<file path="src/iofs_pkg.sv">
// constants and types shared by the i/o master fault supervisor
`default_nettype none
package iofs_pkg;
    // clock and time base
    localparam int unsigned CLK_HZ    = 100_000_000; // hclk rate in hz
    localparam int unsigned MS_PER_S  = 1000;        // ms in one second
    localparam int unsigned MS_CYCLES = CLK_HZ / MS_PER_S; // cycles per ms
    localparam int unsigned NPORTS    = 8;           // i/o ports
    localparam int unsigned EV_W      = 24;          // event vector width

    // turn-on filter and retry time, in ms
    localparam logic [7:0] FILTER_RST = 8'h50;       // 80 ms after reset
    localparam logic [7:0] RETRY_MS   = 8'h64;       // 100 ms off on retry

    // register byte offsets
    localparam logic [7:0] A_ALARM_EN  = 8'h00;      // supply alarm enables
    localparam logic [7:0] A_RESTART   = 8'h04;      // restart policy/port
    localparam logic [7:0] A_FILTER    = 8'h08;      // turn-on filter ms
    localparam logic [7:0] A_OUT_CMD   = 8'h0c;      // commanded outputs
    localparam logic [7:0] A_IO_MODE   = 8'h10;      // digital_io_mode
    localparam logic [7:0] A_SUPPLY_ST = 8'h14;      // live supply faults
    localparam logic [7:0] A_PORT_ST   = 8'h18;      // live port faults
    localparam logic [7:0] A_IRQ_STAT  = 8'h1c;      // sticky events
    localparam logic [7:0] A_IRQ_MASK  = 8'h20;      // interrupt mask
    localparam logic [7:0] A_DIAG_CHAN = 8'h24;      // last channel number
    localparam logic [7:0] A_DIAG_CODE = 8'h28;      // last diagnostic code

    // alarm enable field positions
    localparam int unsigned EN_US  = 0;              // system/sensor supply
    localparam int unsigned EN_UL  = 1;              // actuator supply
    localparam int unsigned EN_AUX = 2;              // auxiliary supply

    // event vector layout, shared by irq status, mask and diagnostics
    localparam int unsigned EV_US     = 0;           // system supply
    localparam int unsigned EV_UL     = 1;           // actuator supply
    localparam int unsigned EV_AUX    = 2;           // auxiliary supply
    localparam int unsigned EV_SENSOR = 8;           // sensor short 8..15
    localparam int unsigned EV_OUTA   = 16;          // output fault 16..23

    // diagnostic channel numbers and codes
    localparam logic [15:0] CHAN_GLOBAL = 16'h8000;  // not channel-specific
    localparam logic [19:0] CODE_US     = 20'h00002; // undervoltage
    localparam logic [19:0] CODE_UL     = 20'h00118; // actuator supply
    localparam logic [19:0] CODE_AUX    = 20'h0180e; // auxiliary supply
    localparam logic [19:0] CODE_SENSOR = 20'h01806; // short at sensor supply
    localparam logic [19:0] CODE_OUTA   = 20'h01811; // short at channel a

    // per-port output state, gray along active-retry-active
    typedef enum logic [1:0] {
        PST_ACTIVE = 2'b00,
        PST_RETRY  = 2'b01,
        PST_LATCH  = 2'b10
    } iofs_port_st_t;
endpackage
`default_nettype wire

</file>
<file path="src/iofs_supervisor.sv">
// fault supervisor for an eight-port i/o master, with ahb-lite registers
//
// What this block does
// - flag system supply outside 18..30 V
// - system supply fault reports 0x8000, code 0x0002
// - system indicator red only when alarms enabled
// - actuator supplies fault only when alarm enabled
// - actuator alarm enables reset disabled, software settable
// - actuator supply fault reports 0x8000, code 0x0118
// - auxiliary supply fault reports 0x8000, code 0x0180e
// - shared actuator indicator red when enabled supply drops below range
// - failed actuator supply flags every active output
// - sensor supply short reports code 0x1806, channel 1..8
// - port indicator lit on any port error
// - auto policy: faulted output off, retried cyclically
// - reset policy: output off until commanded low
// - turn-on filter hides errors 0..255 ms
// - channel a output short reports code 0x1811
// - reset-policy outputs restart only after controller commands inactive
`timescale 1ns/10ps
`default_nettype none
module iofs_supervisor #(
    parameter int unsigned MS_CYCLES = iofs_pkg::MS_CYCLES // cycles per ms
) (
    input  wire logic                          hclk,
    input  wire logic                          hresetn,
    input  wire logic                          hsel,
    input  wire logic [31:0]                   haddr,
    input  wire logic [1:0]                    htrans,
    input  wire logic                          hwrite,
    input  wire logic [2:0]                    hsize,
    input  wire logic [31:0]                   hwdata,
    input  wire logic                          hready,
    output logic                               hreadyout,
    output logic                               hresp,
    output logic [31:0]                        hrdata,
    input  wire logic                          us_low,
    input  wire logic                          us_high,
    input  wire logic                          ul_low,
    input  wire logic                          ul_high,
    input  wire logic                          aux_low,
    input  wire logic                          aux_high,
    input  wire logic [iofs_pkg::NPORTS-1:0]   sensor_short,
    input  wire logic [iofs_pkg::NPORTS-1:0]   outa_short,
    output logic [iofs_pkg::NPORTS-1:0]        outa_drive,
    output logic                               us_led_red,
    output logic                               ul_led_red,
    output logic [iofs_pkg::NPORTS-1:0]        port_fault_indicator,
    output logic                               diag_valid,
    output logic [15:0]                        diag_chan,
    output logic [19:0]                        diag_code,
    output logic                               irq
);
    import iofs_pkg::*;

    // software-visible configuration
    logic [2:0]        alarm_en_reg;   // supply alarm enables
    logic [7:0]        restart_reg;    // 1 = restart after output reset
    logic [7:0]        filter_reg;     // turn-on filter in ms
    logic [7:0]        out_cmd_reg;    // commanded channel a outputs
    logic [7:0]        io_mode_reg;    // 1 = port is a digital output
    logic [EV_W-1:0]   irq_stat_reg;   // sticky event bits
    logic [EV_W-1:0]   irq_mask_reg;   // 1 = event may raise irq

    // bus pipeline
    logic              wr_pend_reg;    // write data phase pending
    logic [7:0]        wr_addr_reg;    // write offset latched
    logic [31:0]       hrdata_reg;     // read data for the data phase

    // fault tracking
    logic [EV_W-1:0]   cond_reg;       // fault conditions last cycle
    logic [EV_W-1:0]   pend_reg;       // diagnostics waiting to go out
    logic              diag_valid_reg; // one-cycle diagnostic strobe
    logic [15:0]       diag_chan_reg;  // channel of last diagnostic
    logic [19:0]       diag_code_reg;  // code of last diagnostic
    logic              us_led_reg;     // system supply indicator
    logic              ul_led_reg;     // actuator supply indicator
    logic [7:0]        port_ind_reg;   // port fault indicators
    logic [7:0]        drive_reg;      // channel a outputs driven
    logic [16:0]       pre_reg;        // ms prescaler

    // per-port output control
    iofs_port_st_t     pst_reg  [NPORTS];  // output restart state
    logic [7:0]        filt_reg [NPORTS];  // filter ms remaining
    logic [7:0]        retry_reg[NPORTS];  // retry ms remaining

    // ahb-lite decode
    wire         acc      = hsel & htrans[1] & hready;   // accepted transfer
    wire         rd_acc   = acc & ~hwrite;               // accepted read
    wire [7:0]   ra       = haddr[7:0];                  // read offset
    wire         stat_clr = rd_acc & (ra == A_IRQ_STAT); // clear on read
    wire         wr_en    = wr_pend_reg;                 // data-phase write

    // supply fault conditions
    wire us_fault  = us_low | us_high;
    wire ul_fault  = alarm_en_reg[EN_UL] & (ul_low | ul_high);
    wire aux_fault = alarm_en_reg[EN_AUX] & (aux_low | aux_high);
    wire act_fail  = ul_fault | aux_fault;               // actuator failure
    wire ms_tick   = (pre_reg == 17'(MS_CYCLES - 1));    // one ms elapsed

    // per-port derived terms
    logic [7:0]  outa_off;       // output held off by a fault
    logic [7:0]  outa_qual;      // short seen outside the filter window
    logic [7:0]  drive_next;     // next channel a drive
    logic [7:0]  port_err;       // any error on the port

    // event conditions and rising edges
    wire [EV_W-1:0] cond_now = {outa_off, sensor_short,
                                5'h00, aux_fault, ul_fault, us_fault};
    wire [EV_W-1:0] rise     = cond_now & ~cond_reg;
    wire [EV_W-1:0] grant    = pend_reg & (~pend_reg + 24'h000001);

    // lowest pending source becomes channel and code
    function automatic logic [35:0] iofs_encode(input logic [EV_W-1:0] g);
        logic [35:0] r;
        r = 36'h000000000;
        for (int i = 0; i < EV_W; i++) begin
            if (g[i]) begin
                if (i == EV_US) begin
                    r = {CHAN_GLOBAL, CODE_US};
                end else if (i == EV_UL) begin
                    r = {CHAN_GLOBAL, CODE_UL};
                end else if (i == EV_AUX) begin
                    r = {CHAN_GLOBAL, CODE_AUX};
                end else if (i >= EV_OUTA) begin
                    r = {16'(i - EV_OUTA + 1), CODE_OUTA};
                end else if (i >= EV_SENSOR) begin
                    r = {16'(i - EV_SENSOR + 1), CODE_SENSOR};
                end
            end
        end
        return r;
    endfunction

    wire [35:0] enc = iofs_encode(grant);

    // read multiplexer, unmapped offsets read zero
    wire [31:0] rmux =
        (ra == A_ALARM_EN)  ? {29'h0, alarm_en_reg} :
        (ra == A_RESTART)   ? {24'h0, restart_reg} :
        (ra == A_FILTER)    ? {24'h0, filter_reg} :
        (ra == A_OUT_CMD)   ? {24'h0, out_cmd_reg} :
        (ra == A_IO_MODE)   ? {24'h0, io_mode_reg} :
        (ra == A_SUPPLY_ST) ? {29'h0, aux_fault, ul_fault, us_fault} :
        (ra == A_PORT_ST)   ? {16'h0, outa_off, port_err} :
        (ra == A_IRQ_STAT)  ? {8'h0, irq_stat_reg} :
        (ra == A_IRQ_MASK)  ? {8'h0, irq_mask_reg} :
        (ra == A_DIAG_CHAN) ? {16'h0, diag_chan_reg} :
        (ra == A_DIAG_CODE) ? {12'h0, diag_code_reg} :
                              32'h00000000;

    // bus outputs: zero wait states, always okay
    assign hreadyout  = 1'b1;
    assign hresp      = 1'b0;
    assign hrdata     = hrdata_reg;
    assign outa_drive = drive_reg;
    assign us_led_red = us_led_reg;
    assign ul_led_red = ul_led_reg;
    assign port_fault_indicator = port_ind_reg;
    assign diag_valid = diag_valid_reg;
    assign diag_chan  = diag_chan_reg;
    assign diag_code  = diag_code_reg;
    // level interrupt while any unmasked event stays latched
    assign irq        = |(irq_stat_reg & irq_mask_reg);

    // address phase capture and read data
    always_ff @(posedge hclk or negedge hresetn) begin
        if (!hresetn) begin
            wr_pend_reg <= 1'b0;
            wr_addr_reg <= 8'h00;
            hrdata_reg  <= 32'h00000000;
        end else begin
            wr_pend_reg <= acc & hwrite;
            wr_addr_reg <= ra;
            hrdata_reg  <= rd_acc ? rmux : 32'h00000000;
        end
    end

    // configuration writes; enables start disabled
    always_ff @(posedge hclk or negedge hresetn) begin
        if (!hresetn) begin
            alarm_en_reg <= 3'h0;
            restart_reg  <= 8'h00;  // automatic restart by default
            filter_reg   <= FILTER_RST;
            out_cmd_reg  <= 8'h00;
            io_mode_reg  <= 8'h00;
            irq_mask_reg <= 24'h000000;
        end else if (wr_en) begin
            if (wr_addr_reg == A_ALARM_EN) begin
                alarm_en_reg <= hwdata[2:0];
            end else if (wr_addr_reg == A_RESTART) begin
                restart_reg <= hwdata[7:0];
            end else if (wr_addr_reg == A_FILTER) begin
                filter_reg <= hwdata[7:0];
            end else if (wr_addr_reg == A_OUT_CMD) begin
                out_cmd_reg <= hwdata[7:0];
            end else if (wr_addr_reg == A_IO_MODE) begin
                io_mode_reg <= hwdata[7:0];
            end else if (wr_addr_reg == A_IRQ_MASK) begin
                irq_mask_reg <= hwdata[EV_W-1:0];
            end
        end
    end

    // sticky events; a new event beats a clearing read
    always_ff @(posedge hclk or negedge hresetn) begin
        if (!hresetn) begin
            irq_stat_reg <= 24'h000000;
        end else begin
            irq_stat_reg <= (stat_clr ? 24'h000000 : irq_stat_reg) | rise;
        end
    end

    // diagnostics queue: one entry per source, one report per cycle
    always_ff @(posedge hclk or negedge hresetn) begin
        if (!hresetn) begin
            cond_reg       <= 24'h000000;
            pend_reg       <= 24'h000000;
            diag_valid_reg <= 1'b0;
            diag_chan_reg  <= 16'h0000;
            diag_code_reg  <= 20'h00000;
        end else begin
            cond_reg       <= cond_now;
            pend_reg       <= (pend_reg & ~grant) | rise;
            diag_valid_reg <= |pend_reg;
            if (|pend_reg) begin
                diag_chan_reg <= enc[35:20];
                diag_code_reg <= enc[19:0];
            end
        end
    end

    // indicators; system supply red only below range with alarms on
    always_ff @(posedge hclk or negedge hresetn) begin
        if (!hresetn) begin
            us_led_reg   <= 1'b0;
            ul_led_reg   <= 1'b0;
            port_ind_reg <= 8'h00;
            drive_reg    <= 8'h00;
        end else begin
            us_led_reg   <= alarm_en_reg[EN_US] & us_low;
            ul_led_reg   <= (alarm_en_reg[EN_UL] & ul_low) |
                            (alarm_en_reg[EN_AUX] & aux_low);
            port_ind_reg <= port_err;
            drive_reg    <= drive_next;
        end
    end

    // shared millisecond prescaler
    always_ff @(posedge hclk or negedge hresetn) begin
        if (!hresetn) begin
            pre_reg <= 17'h00000;
        end else begin
            pre_reg <= ms_tick ? 17'h00000 : pre_reg + 17'h00001;
        end
    end

    // per-port output supervision
    for (genvar p = 0; p < NPORTS; p++) begin : g_port
        // a short only counts while driven and out of the filter window
        assign outa_qual[p]  = outa_short[p] & drive_reg[p] &
                               (filt_reg[p] == 8'h00);
        assign outa_off[p]   = (pst_reg[p] != PST_ACTIVE);
        assign drive_next[p] = out_cmd_reg[p] & io_mode_reg[p] &
                               (pst_reg[p] == PST_ACTIVE) &
                               ~(outa_qual[p]);
        // actuator supply failure marks every active output as faulty
        assign port_err[p]   = sensor_short[p] | outa_off[p] |
                               (act_fail & drive_reg[p]);

        // turn-on filter reloads on each rising edge of the drive
        always_ff @(posedge hclk or negedge hresetn) begin
            if (!hresetn) begin
                filt_reg[p] <= 8'h00;
            end else if (drive_next[p] & ~drive_reg[p]) begin
                filt_reg[p] <= filter_reg;
            end else if (ms_tick && filt_reg[p] != 8'h00) begin
                filt_reg[p] <= filt_reg[p] - 8'h01;
            end
        end

        // restart policy: timed retry or latch until commanded low
        always_ff @(posedge hclk or negedge hresetn) begin
            if (!hresetn) begin
                pst_reg[p]   <= PST_ACTIVE;
                retry_reg[p] <= 8'h00;
            end else begin
                case (pst_reg[p])
                    PST_ACTIVE: begin
                        if (outa_qual[p] && restart_reg[p]) begin
                            pst_reg[p] <= PST_LATCH;
                        end else if (outa_qual[p]) begin
                            pst_reg[p]   <= PST_RETRY;
                            retry_reg[p] <= RETRY_MS;
                        end
                    end
                    PST_RETRY: begin
                        // output off until the retry time runs out
                        if (retry_reg[p] == 8'h00) begin
                            pst_reg[p] <= PST_ACTIVE;
                        end else if (ms_tick) begin
                            retry_reg[p] <= retry_reg[p] - 8'h01;
                        end
                    end
                    PST_LATCH: begin
                        // controller must write the output low first
                        if (!out_cmd_reg[p]) begin
                            pst_reg[p] <= PST_ACTIVE;
                        end
                    end
                    default: begin
                        pst_reg[p] <= PST_ACTIVE;
                    end
                endcase
            end
        end

        // a latched output never drives while still commanded high
        a_latch_holds_off: assert property (
            @(posedge hclk) disable iff (!hresetn)
            (pst_reg[p] == PST_LATCH && out_cmd_reg[p]) |=> !drive_reg[p])
            else $error("latched output drove while commanded high");

        // a short inside the filter window never stops the output
        a_filter_hides: assert property (
            @(posedge hclk) disable iff (!hresetn)
            (filt_reg[p] != 8'h00 && pst_reg[p] == PST_ACTIVE)
                |=> pst_reg[p] == PST_ACTIVE)
            else $error("output faulted inside turn-on filter");

        // a sensor short lights the port indicator next cycle
        a_port_ind_on: assert property (
            @(posedge hclk) disable iff (!hresetn)
            sensor_short[p] |=> port_fault_indicator[p])
            else $error("port indicator dark on sensor short");

        // automatic policy returns the output to active in time
        a_retry_returns: assert property (
            @(posedge hclk) disable iff (!hresetn)
            (pst_reg[p] == PST_RETRY && retry_reg[p] == 8'h00)
                |=> pst_reg[p] == PST_ACTIVE)
            else $error("retry did not return output to active");
    end

    // system supply fault is reported with its code in bounded time
    a_us_diag_out: assert property (
        @(posedge hclk) disable iff (!hresetn)
        $rose(us_fault) |-> ##[1:26] (diag_valid &&
            diag_chan == CHAN_GLOBAL && diag_code == CODE_US))
        else $error("system supply diagnostic missing");

    // actuator supply fault never flagged with its alarms off
    a_ul_gated: assert property (
        @(posedge hclk) disable iff (!hresetn)
        (!alarm_en_reg[EN_UL] && !alarm_en_reg[EN_AUX]) |-> !act_fail)
        else $error("actuator fault with alarms disabled");

    // system supply indicator follows enable and low level
    a_us_led: assert property (
        @(posedge hclk) disable iff (!hresetn)
        (us_low && !alarm_en_reg[EN_US]) |=> !us_led_red)
        else $error("system indicator red with alarms off");

    // shared actuator indicator red for an enabled auxiliary drop
    a_aux_led: assert property (
        @(posedge hclk) disable iff (!hresetn)
        (aux_low && alarm_en_reg[EN_AUX]) |=> ul_led_red)
        else $error("actuator indicator dark on auxiliary drop");

    // sensor diagnostics carry a port channel number 1..8
    a_sensor_chan: assert property (
        @(posedge hclk) disable iff (!hresetn)
        (diag_valid && diag_code == CODE_SENSOR)
            |-> (diag_chan >= 16'h0001 && diag_chan <= 16'h0008))
        else $error("sensor diagnostic channel out of range");

    // a persisting actuator supply fault is reported once, not twice in a row
    a_once_per_entry: assert property (
        @(posedge hclk) disable iff (!hresetn)
        (diag_valid && diag_code == CODE_UL)
            |=> !(diag_valid && diag_code == CODE_UL))
        else $error("actuator diagnostic repeated");
endmodule
`default_nettype wire
</file>
<file path="config.mk">
export PLATFORM = sky130hd
export DESIGN_NAME = iofs_supervisor
export DESIGN_NICKNAME = d
export VERILOG_FILES = /design/src/iofs_pkg.sv /design/src/iofs_supervisor.sv
export SDC_FILE = /design/constraint.sdc
export NUM_CORES = 1
export LEC_CHECK = 0
export BUFFER_PORTS_ARGS = -buffer_cell sky130_fd_sc_hd__buf_2
export CORE_MARGIN = 10
export CORE_UTILIZATION = 28
export DETAILED_ROUTE_END_ITERATION = 12
export PLACE_DENSITY_LB_ADDON = 0.12
export SLEW_MARGIN = 10
export SYNTH_ARGS = -nofsm -noshare
export SYNTH_HDL_FRONTEND = slang
export SYNTH_SLANG_ARGS = --single-unit
</file>
<file path="constraint.sdc">
create_clock -name hclk -period 7.3 [get_ports hclk]
set_clock_uncertainty 0.1 [all_clocks]
set_input_delay 1.46 -clock hclk [delete_from_list [all_inputs] [get_ports hclk]]
set_output_delay 1.46 -clock hclk [all_outputs]
set_load 0.01 [all_outputs]
</file>
**Word-level counts from Yosys, hierarchy flattened**

Cells that the tools add are included.
Widths: inputs -> output; s select.

- Flip-flop bits (word level): 375
- Bits of input ports: 96
- Output and inout port bits: 90
- Logic and storage cells: 495

- Add/subtract/negate cells: 18
- Eq/ne operators: 88
- Mux-type cells: 129
- Bitwise gates (word level): 118
- Reduce and logical (&&, ||, !) cells: 98

Operators by type and width:

| operator | count |
|---|---|
| $mux 36 | 19 |
| $mux 8 | 48 |
| $mux 24 | 11 |
| $logic_not 8->1 | 18 |
| $pmux 8 s2 | 8 |
| $sub 8x1->8 const B | 16 |
| $and 24x24->24 | 4 |
| $ne 2x2->1 const B | 48 |
| $not 24->24 | 3 |
| $and 1x1->1 | 66 |
| $mux 2 | 32 |
| $reduce_bool 8->1 | 8 |
| $or 24x24->24 | 2 |
| $pmux 2 s3 | 8 |
| $reduce_bool 2->1 | 24 |
| $reduce_or 24->1 | 2 |
| $reduce_and 5->1 | 9 |
| $eq 8x5->1 const B | 5 |
| $mux 20 | 2 |
| $eq 8x4->1 const B | 4 |
| $eq 8x6->1 const B | 4 |
| $reduce_and 3->1 | 9 |
| $add 24x1->24 const B | 1 |
| $ne 3x2->1 const B | 8 |
| 14 further kinds | 92 |

**Longest topological paths before layout**

Gate-level depths: netlist of the first run.

- Depth after elaboration: 22
- Gate-level depth with buffers: 9
- Mapped depth without buffers: 7

**Least setup slack after synthesis of the first run**

Ideal clock, no wire load.

- Path type: in2reg
- Start point: in haddr[7]
- End point: reg irq_stat_reg[18]
- Arrival: 3.111 ns
- Path slack: 3.961 ns
- Cell stages on the path: 6
- Buffers on the path: 1
- Path through: nor4b_2 -> nand2_1 -> nor2_1 -> nand2_1 -> clkbuf_1 -> o2bb2ai_1

- Longest elaborated chain between the ends: 4

Ends and longest elaborated chain:

| item | line | RTL |
|---|---|---|
| from (decl) | iofs_supervisor.sv:28 | `input wire logic [31:0] haddr,` |
| $eq 8x5->1 | iofs_supervisor.sv:91 | `wire stat_clr = rd_acc & (ra == A_IRQ_STAT);` |
| $and 1x1->1 | iofs_supervisor.sv:91 |  |
| $mux 24 | iofs_supervisor.sv:210 | `irq_stat_reg <= (stat_clr ? 24'h000000 : irq_stat_reg) \| rise;` |
| $or 24x24->24 | iofs_supervisor.sv:210 |  |
| to (signal assigned) | iofs_supervisor.sv:210 |  |
| to (decl) | iofs_supervisor.sv:62 | `logic [EV_W-1:0] irq_stat_reg;` |

No other way between the ends.
A chain may end at the register's enable or synchronous reset.

**Worst setup path in the final report of the first run**

- Start point: reg irq_stat_reg[16]
- End point: out irq

- Longest elaborated chain between the ends: 2

Ends and longest elaborated chain:

| item | line | RTL |
|---|---|---|
| $and 24x24->24 | iofs_supervisor.sv:164 | `assign irq = \|(irq_stat_reg & irq_mask_reg);` |
| $reduce_or 24->1 | iofs_supervisor.sv:164 |  |
| to (decl) | iofs_supervisor.sv:52 | `output logic irq` |

No other way between the ends.

==> results of run 1 <==
[cells in the mapped netlist, types with 5 or more instances]
master,number,area share [%]
nor2_1,148,3.3
a2bb2oi_1,9,0.46
o22ai_1,5,0.18
a21o_1,12,0.53
nand2b_1,13,0.48
a31oi_1,22,0.81
buf_1,13,0.29
mux2i_1,24,1.4
nor3b_1,7,0.31
nor2b_1,21,0.77
a221oi_1,6,0.31
xnor2_1,24,1.2
a21oi_1,68,2.0
a22oi_1,22,0.97
o31ai_1,18,0.79
ha_1,25,1.8
or3b_2,5,0.26
o21ai_0,82,2.4
o2bb2ai_1,18,0.93
xor2_1,32,1.6
o41ai_1,7,0.36
mux2_2,70,4.6
or3_1,33,1.2
nand3_1,60,1.8
and3_1,12,0.44
a211o_1,8,0.41
a22o_1,7,0.36
o311ai_0,8,0.41
inv_1,71,1.6
nand2_1,144,3.2
nor4_1,29,1.1
buf_4,34,1.5
or2_2,21,0.77
clkbuf_1,42,0.93
or4_1,29,1.3
nor3_1,47,1.4
a21boi_0,5,0.22
o211ai_1,12,0.53
nand4_1,45,1.7
dfrtp_1,344,51
nand3b_1,10,0.44
[final cells by class]
class                   count  area, um^2  area share [%]
flip-flops and latches    346        8661           43.43
multi-input cells        1209        7749           38.86
clock buffers              61        1255           6.294
well taps                 782       978.4           4.907
repair buffers            132       735.7           3.690
clock inverters            18       280.3           1.406
inverters                  73       274.0           1.374
diodes                      3       7.507         0.03765
[metal layers]
metal,track usage [%],share of wire (%),vias to the layer above
met3,2.871,4.5,91
li1,-,-,6340
met5,0,0,-
met4,5.451,3.3,0
met1,20.16,46,6676
met2,24.02,46,267
[kinds of logic after synthesis]
| group | count (synthesis) | share of synthesized area (%) |
|---|---|---|
| other | 2 | 0.04410 |
| multiplexers | 97 | 6.393 |
| AND/OR/NAND/NOR | 647 | 19.63 |
| buffers and inverters | 166 | 4.438 |
| AO/OA/AOI/OAI | 351 | 13.92 |
| flip-flops | 346 | 50.86 |
| XOR/XNOR | 56 | 2.880 |
| adder cells (fa/ha/maj) | 25 | 1.837 |
[worst max-delay path: stages (launching register included)]
cell      delay, ns
dfrtp_1        0.43
a22o_1         0.32
a221oi_1       0.30
nand3_1        0.20
nor2_1         0.20
nand2_1        0.08
buf_2          0.16
[worst max-delay path by stage]
stage | from | to | slack, ns | depth (start not counted)
after CTS | irq_stat_reg[16] | irq | 3.42 | 6
after global placement | haddr[7] | hrdata[6] | 3.36 | 6
after detailed placement | haddr[7] | hrdata[6] | 3.36 | 6
after floorplan | haddr[7] | irq_stat_reg[18] | 3.96 | 6
final | irq_stat_reg[16] | irq | 3.49 | 6
after global routing | irq_stat_reg[16] | irq | 3.31 | 6
[where the power goes]
part | total (mW) | internal [mW] | switching (mW)
combinational | 0.386 | 0.133 | 0.253
sequential | 2.07 | 1.99 | 0.0848
clock | 2.31 | 1.44 | 0.861
total | 4.77 | 3.57 | 1.20
==> results.toml, run 1 <==
[run_status]
outcome = "completed"

[clock_network]
cts_sinks = 346
cts_hold_buf = 0
clk_path_buf_depth = 3
post_cts.repair.setup_buffers = 0
h-tree-depth = 2
cts_resized = 0
clk_pin_slew_ns = 0.06
cts-buffers-inserted = 43
cts-root-buf = "clkbuf_16"
cts_tree = "built"
insertion_delay_ns = 0.57

[placement]
gp_congestion = 0.8594
dp_hpwl_um = 39120
post-place-ws_ns = 3.357
numPlacedInstances = 2542
placed_cell_area_um2 = 18400
io_buffer_count = 116

[sta]
finalHoldViolCount = 0
layout_worst_path_cycle_share_pct = 52.22
setup_slack_ns = 3.488
max_freq_ghz = 0.2623
rsz0062_at_grt = "no"
slew_headroom_pct = 36.11
drv_slew = 0
fin_tns_setup_ns = 0
setup_viol = 0
fin_crit_ns = 3.812
tightest_slew_ns = 0.9531
whs_ns = 0.3160

[setup_path]
critPathMaxFanout = 3
rrSetupSlack_ns = 4.13
critPathKind = "flop to output port"
r2r_start = "pre_reg[0]"
critPathArrivalTime_ns = 2.25
reg2reg_to = "retry_reg[49]"
worstSetupEndpointType = "output port"
worst_r2r_path_depth = 6
required_ns = 5.74
start_kind = "flop"

[floorplanning]
io_pins = 186
rows = 90
initial_utilization_pct = 28.26
fp.dieW_um = 266.6
die_area_um2 = 71080
core_area_um2 = 60250
die_h_um = 266.6

[power]
cellLeakagePower_nw = 8.666
power_density_nw_per_um2 = 239.0
ir_worst_vdd_v = 0.0001356
p_total_mw = 4.765

[synth]
netlist_area_um2 = 17030
async_flop_share_pct = 100.0
syn_inst = 1690
synth_flop_cell = "dfrtp_1"
synth_edf_count = 0
synth.distinct_cells = 83
yosys_warnings = 0
avgSynthCellArea_um2 = 10.08
synth_seq_area_share_pct = 50.86
ys_ff_latch = 346

[drt]
drt-total-wl_um = 54270
wl_per_cell_um = 20.68
drc = 0
drtIter0Drc = 930
vias_per_cell = 5.097
vias = 13370
drtAntennaViolNets = 0
dr.pass1.iters = 5

[final_layout]
post-route-util_pct = 33.10
postLayoutCellArea_um2 = 19940
final_common_cell = "dfrtp_1"
fill_cells = 6125
layout_common_cells = "dfrtp_1 (344), nor2_1 (148), nand2_1 (144), buf_2 (115), o21ai_0 (82)"
nNetsFinal = 1926
stdcell_count = 2624
synthToLayoutAreaGrowth_pct = 17.11
drive_above_1_share_pct = 17.24

[worst_hold_path]
holdPathStages = 1
hp-class = "flop to flop"
hp-start = "cond_reg[0]"
whs_endpoint = "pend_reg[0]"

[global_route]
grt_pass1_wl_um = 83190
grt_antenna_before_repair = 2
grt_max_degree = 153
grt_usage_pct = 15.11
grt_pass1_vias = 13400
gr-total-overflow = 0

[job]
cap_violations = 0
Power figures use the tool's default switching activity.
==> run 2, diff against run 1 <==
ABC_AREA = 1   (was unset)
clock period = 3.6 ns   (was 7.3 ns; I/O delays follow)
==> run 2 against run 1 <==
- clock power increased by 100%
- largest power group is now sequential cells
- largest cell class unchanged
- synthesized cell count increased by 36%
- synthesized area increased by 7.1%
- critical path type unchanged
- critical endpoint unchanged
- register-to-register slack got worse by 3.2 ns
- design area rose by 7.4%
- clock-buffer cell count increased by 9
- final cell count up 27%
- sequential share of layout area is 3.0 points lower
- worst setup slack lost 2.8 ns
- highest routed layer unchanged
==> results.toml, run 2 <==
[placement]
post-place-ws_ns = 0.8191
gp_congestion = 0.8371
io_buffer_count = 116
dp_hpwl_um = 43240

[sta]
setup_slack_ns = 0.6514
layout_worst_path_cycle_share_pct = 81.91
max_freq_ghz = 0.3391
slew_headroom_pct = 28.56
fin_tns_setup_ns = 0
setup_viol = 0
drv_slew = 0
tightest_slew_ns = 1.069
finalHoldViolCount = 0
fin_crit_ns = 2.949
rsz0062_at_grt = "no"

[setup_path]
critPathArrivalTime_ns = 2.13
cpPeakStageDelay_ns = 0.42
rrSetupSlack_ns = 0.93
cp_top_family = "simple AND/OR/NAND/NOR gates"
critPathMaxFanout = 3
start_kind = "flop"
cp.buffers_inverters = 1
crit_chain = "nand2_1 > nand4_1 > nor4_1 > o2111ai_1 > buf_2"
r2r_start = "wr_addr_reg[1]"
worst_r2r_path_depth = 6
reg2reg_to = "irq_mask_reg[7]"
crit_start = "irq_mask_reg[8]"
worstSetupEndpointType = "output port"
critPathKind = "flop to output port"
critPathSlowestCell = "nor4_1"
required_ns = 2.78

[synth]
async_flop_share_pct = 100.0
synth_top_cell_by_area = "dfrtp_1"
avgSynthCellArea_um2 = 7.960
yosysMostFrequentCell = "nand2_1"
synth_flop_cell = "dfrtp_1"
netlist_area_um2 = 18240
synth_area_leaders = "dfrtp_1 (47%), nand2_1 (12%), nand3_1 (6.1%), inv_1 (5.5%), nor2_1 (5.2%)"
synth_edf_count = 0
ys_ff_latch = 346
synth_common_cells = "nand2_1 (567), dfrtp_1 (344), inv_1 (266), nor2_1 (255), nand3_1 (224)"
synth_seq_area_share_pct = 47.47
synth_top_area_share_pct = 47.18
yosys_warnings = 0
synth.distinct_cells = 59
syn_inst = 2292

[drt]
drtAntennaViolNets = 0
wl_per_cell_um = 17.45
drc = 0
vias = 15730
dr.pass1.iters = 5
drtIter0Drc = 1083
vias_per_cell = 4.708
drt-total-wl_um = 58320

[global_route]
grt_pass1_vias = 15640
grt_antenna_before_repair = 0
gr-total-overflow = 0
grt_pass1_wl_um = 91960
grt_usage_pct = 15.48
grt_max_degree = 81

[clock_network]
cts-buffers-inserted = 45
cts_hold_buf = 0
clk_path_buf_depth = 3
insertion_delay_ns = 0.61
cts_tree = "built"
cts-root-buf = "clkbuf_16"
cts_sinks = 346
h-tree-depth = 2
cts_resized = 0
clk_pin_slew_ns = 0.06
post_cts.repair.setup_buffers = 0

[final_layout]
fill_cells = 6885
diodes = 0
final_common_cell = "nand2_1"
nNetsFinal = 2571
synthToLayoutAreaGrowth_pct = 17.36
drive_above_1_share_pct = 12.79
layout_common_cells = "nand2_1 (567), dfrtp_1 (344), inv_1 (266), nor2_1 (255), nand3_1 (224)"

[worst_hold_path]
hp-class = "input port to async pin"

[floorplanning]
core_area_um2 = 64460
die_area_um2 = 75770
rows = 93
fp.dieW_um = 275.3
die_h_um = 275.3
io_pins = 186
initial_utilization_pct = 28.30

[job]
cap_violations = 0

[power]
cellLeakagePower_nw = 11.01
p_total_mw = 11.06
power_density_nw_per_um2 = 516.6
ir_worst_vdd_v = 0.0003684

[run_status]
outcome = "completed"
==> run 2: worst max path at each step <==
stage | cells after the start | slack [ns] | endpoint
6_report | 5 | 0.65 | irq
5_1_grt | 5 | 0.47 | irq
4_1_cts | 5 | 0.56 | irq
3_5_place_dp | 12 | 0.82 | hrdata[7]
3_3_place_gp | 12 | 0.83 | hrdata[7]
2_1_floorplan | 11 | 1.54 | hrdata[6]
==> run 2: cell families (layout without fill, tap and decap cells) <==
kind of cell | count (synthesis) | in the layout | share of synthesized area (%)
XOR/XNOR | 71 | 71 | 3.409
adder cells (fa/ha/maj) | 25 | 25 | 1.715
other | 2 | 33 | 0.04116
buffers and inverters | 345 | 509 | 7.997
flip-flops | 346 | 346 | 47.47
AO/OA/AOI/OAI | 287 | 287 | 9.163
AND/OR/NAND/NOR | 1216 | 1216 | 30.20
==> run 2: final cells by class <==
class                      instances  area (um^2)  area share [%]
sequential                       346         8661           40.45
multi-input combinational       1632         8240           38.49
clock buffer                      70         1370           6.399
tap                              855         1070           4.997
inverter                         282         1059           4.944
timing repair buffer             143        843.3           3.939
clock inverter                    14        167.7          0.7831
==> run 2: stage by stage <==
step	instance area [um^2]	hold slack (ns)	std cells	util, %
after detailed placement	19870	0.3442	3258	30.83
after floorplan	18360	0.2979	2323	-
after global placement	19870	0.3389	3258	30.83
final	21410	0.0001654	3342	33.21
after global routing	21410	0.03556	3342	33.21
after CTS	21410	0.03878	3342	33.21
==> run 2: layer usage <==
metal | global-route usage, % | share of wire [%] | vias up
met5 | 0 | 0 | -
met4 | 3.868 | 2.1 | 0
met3 | 2.899 | 5.3 | 80
met2 | 25.01 | 46 | 329
met1 | 21.05 | 47 | 7608
li1 | - | - | 7716
==> run 2: report_power, final <==
part / switching (mW) / leakage (nW) / internal [mW] / total [mW]
sequential: 0.462 / 3.97 / 4.31 / 4.77
clock: 1.87 / 0.764 / 2.78 / 4.64
combinational: 1.00 / 6.28 / 0.640 / 1.64
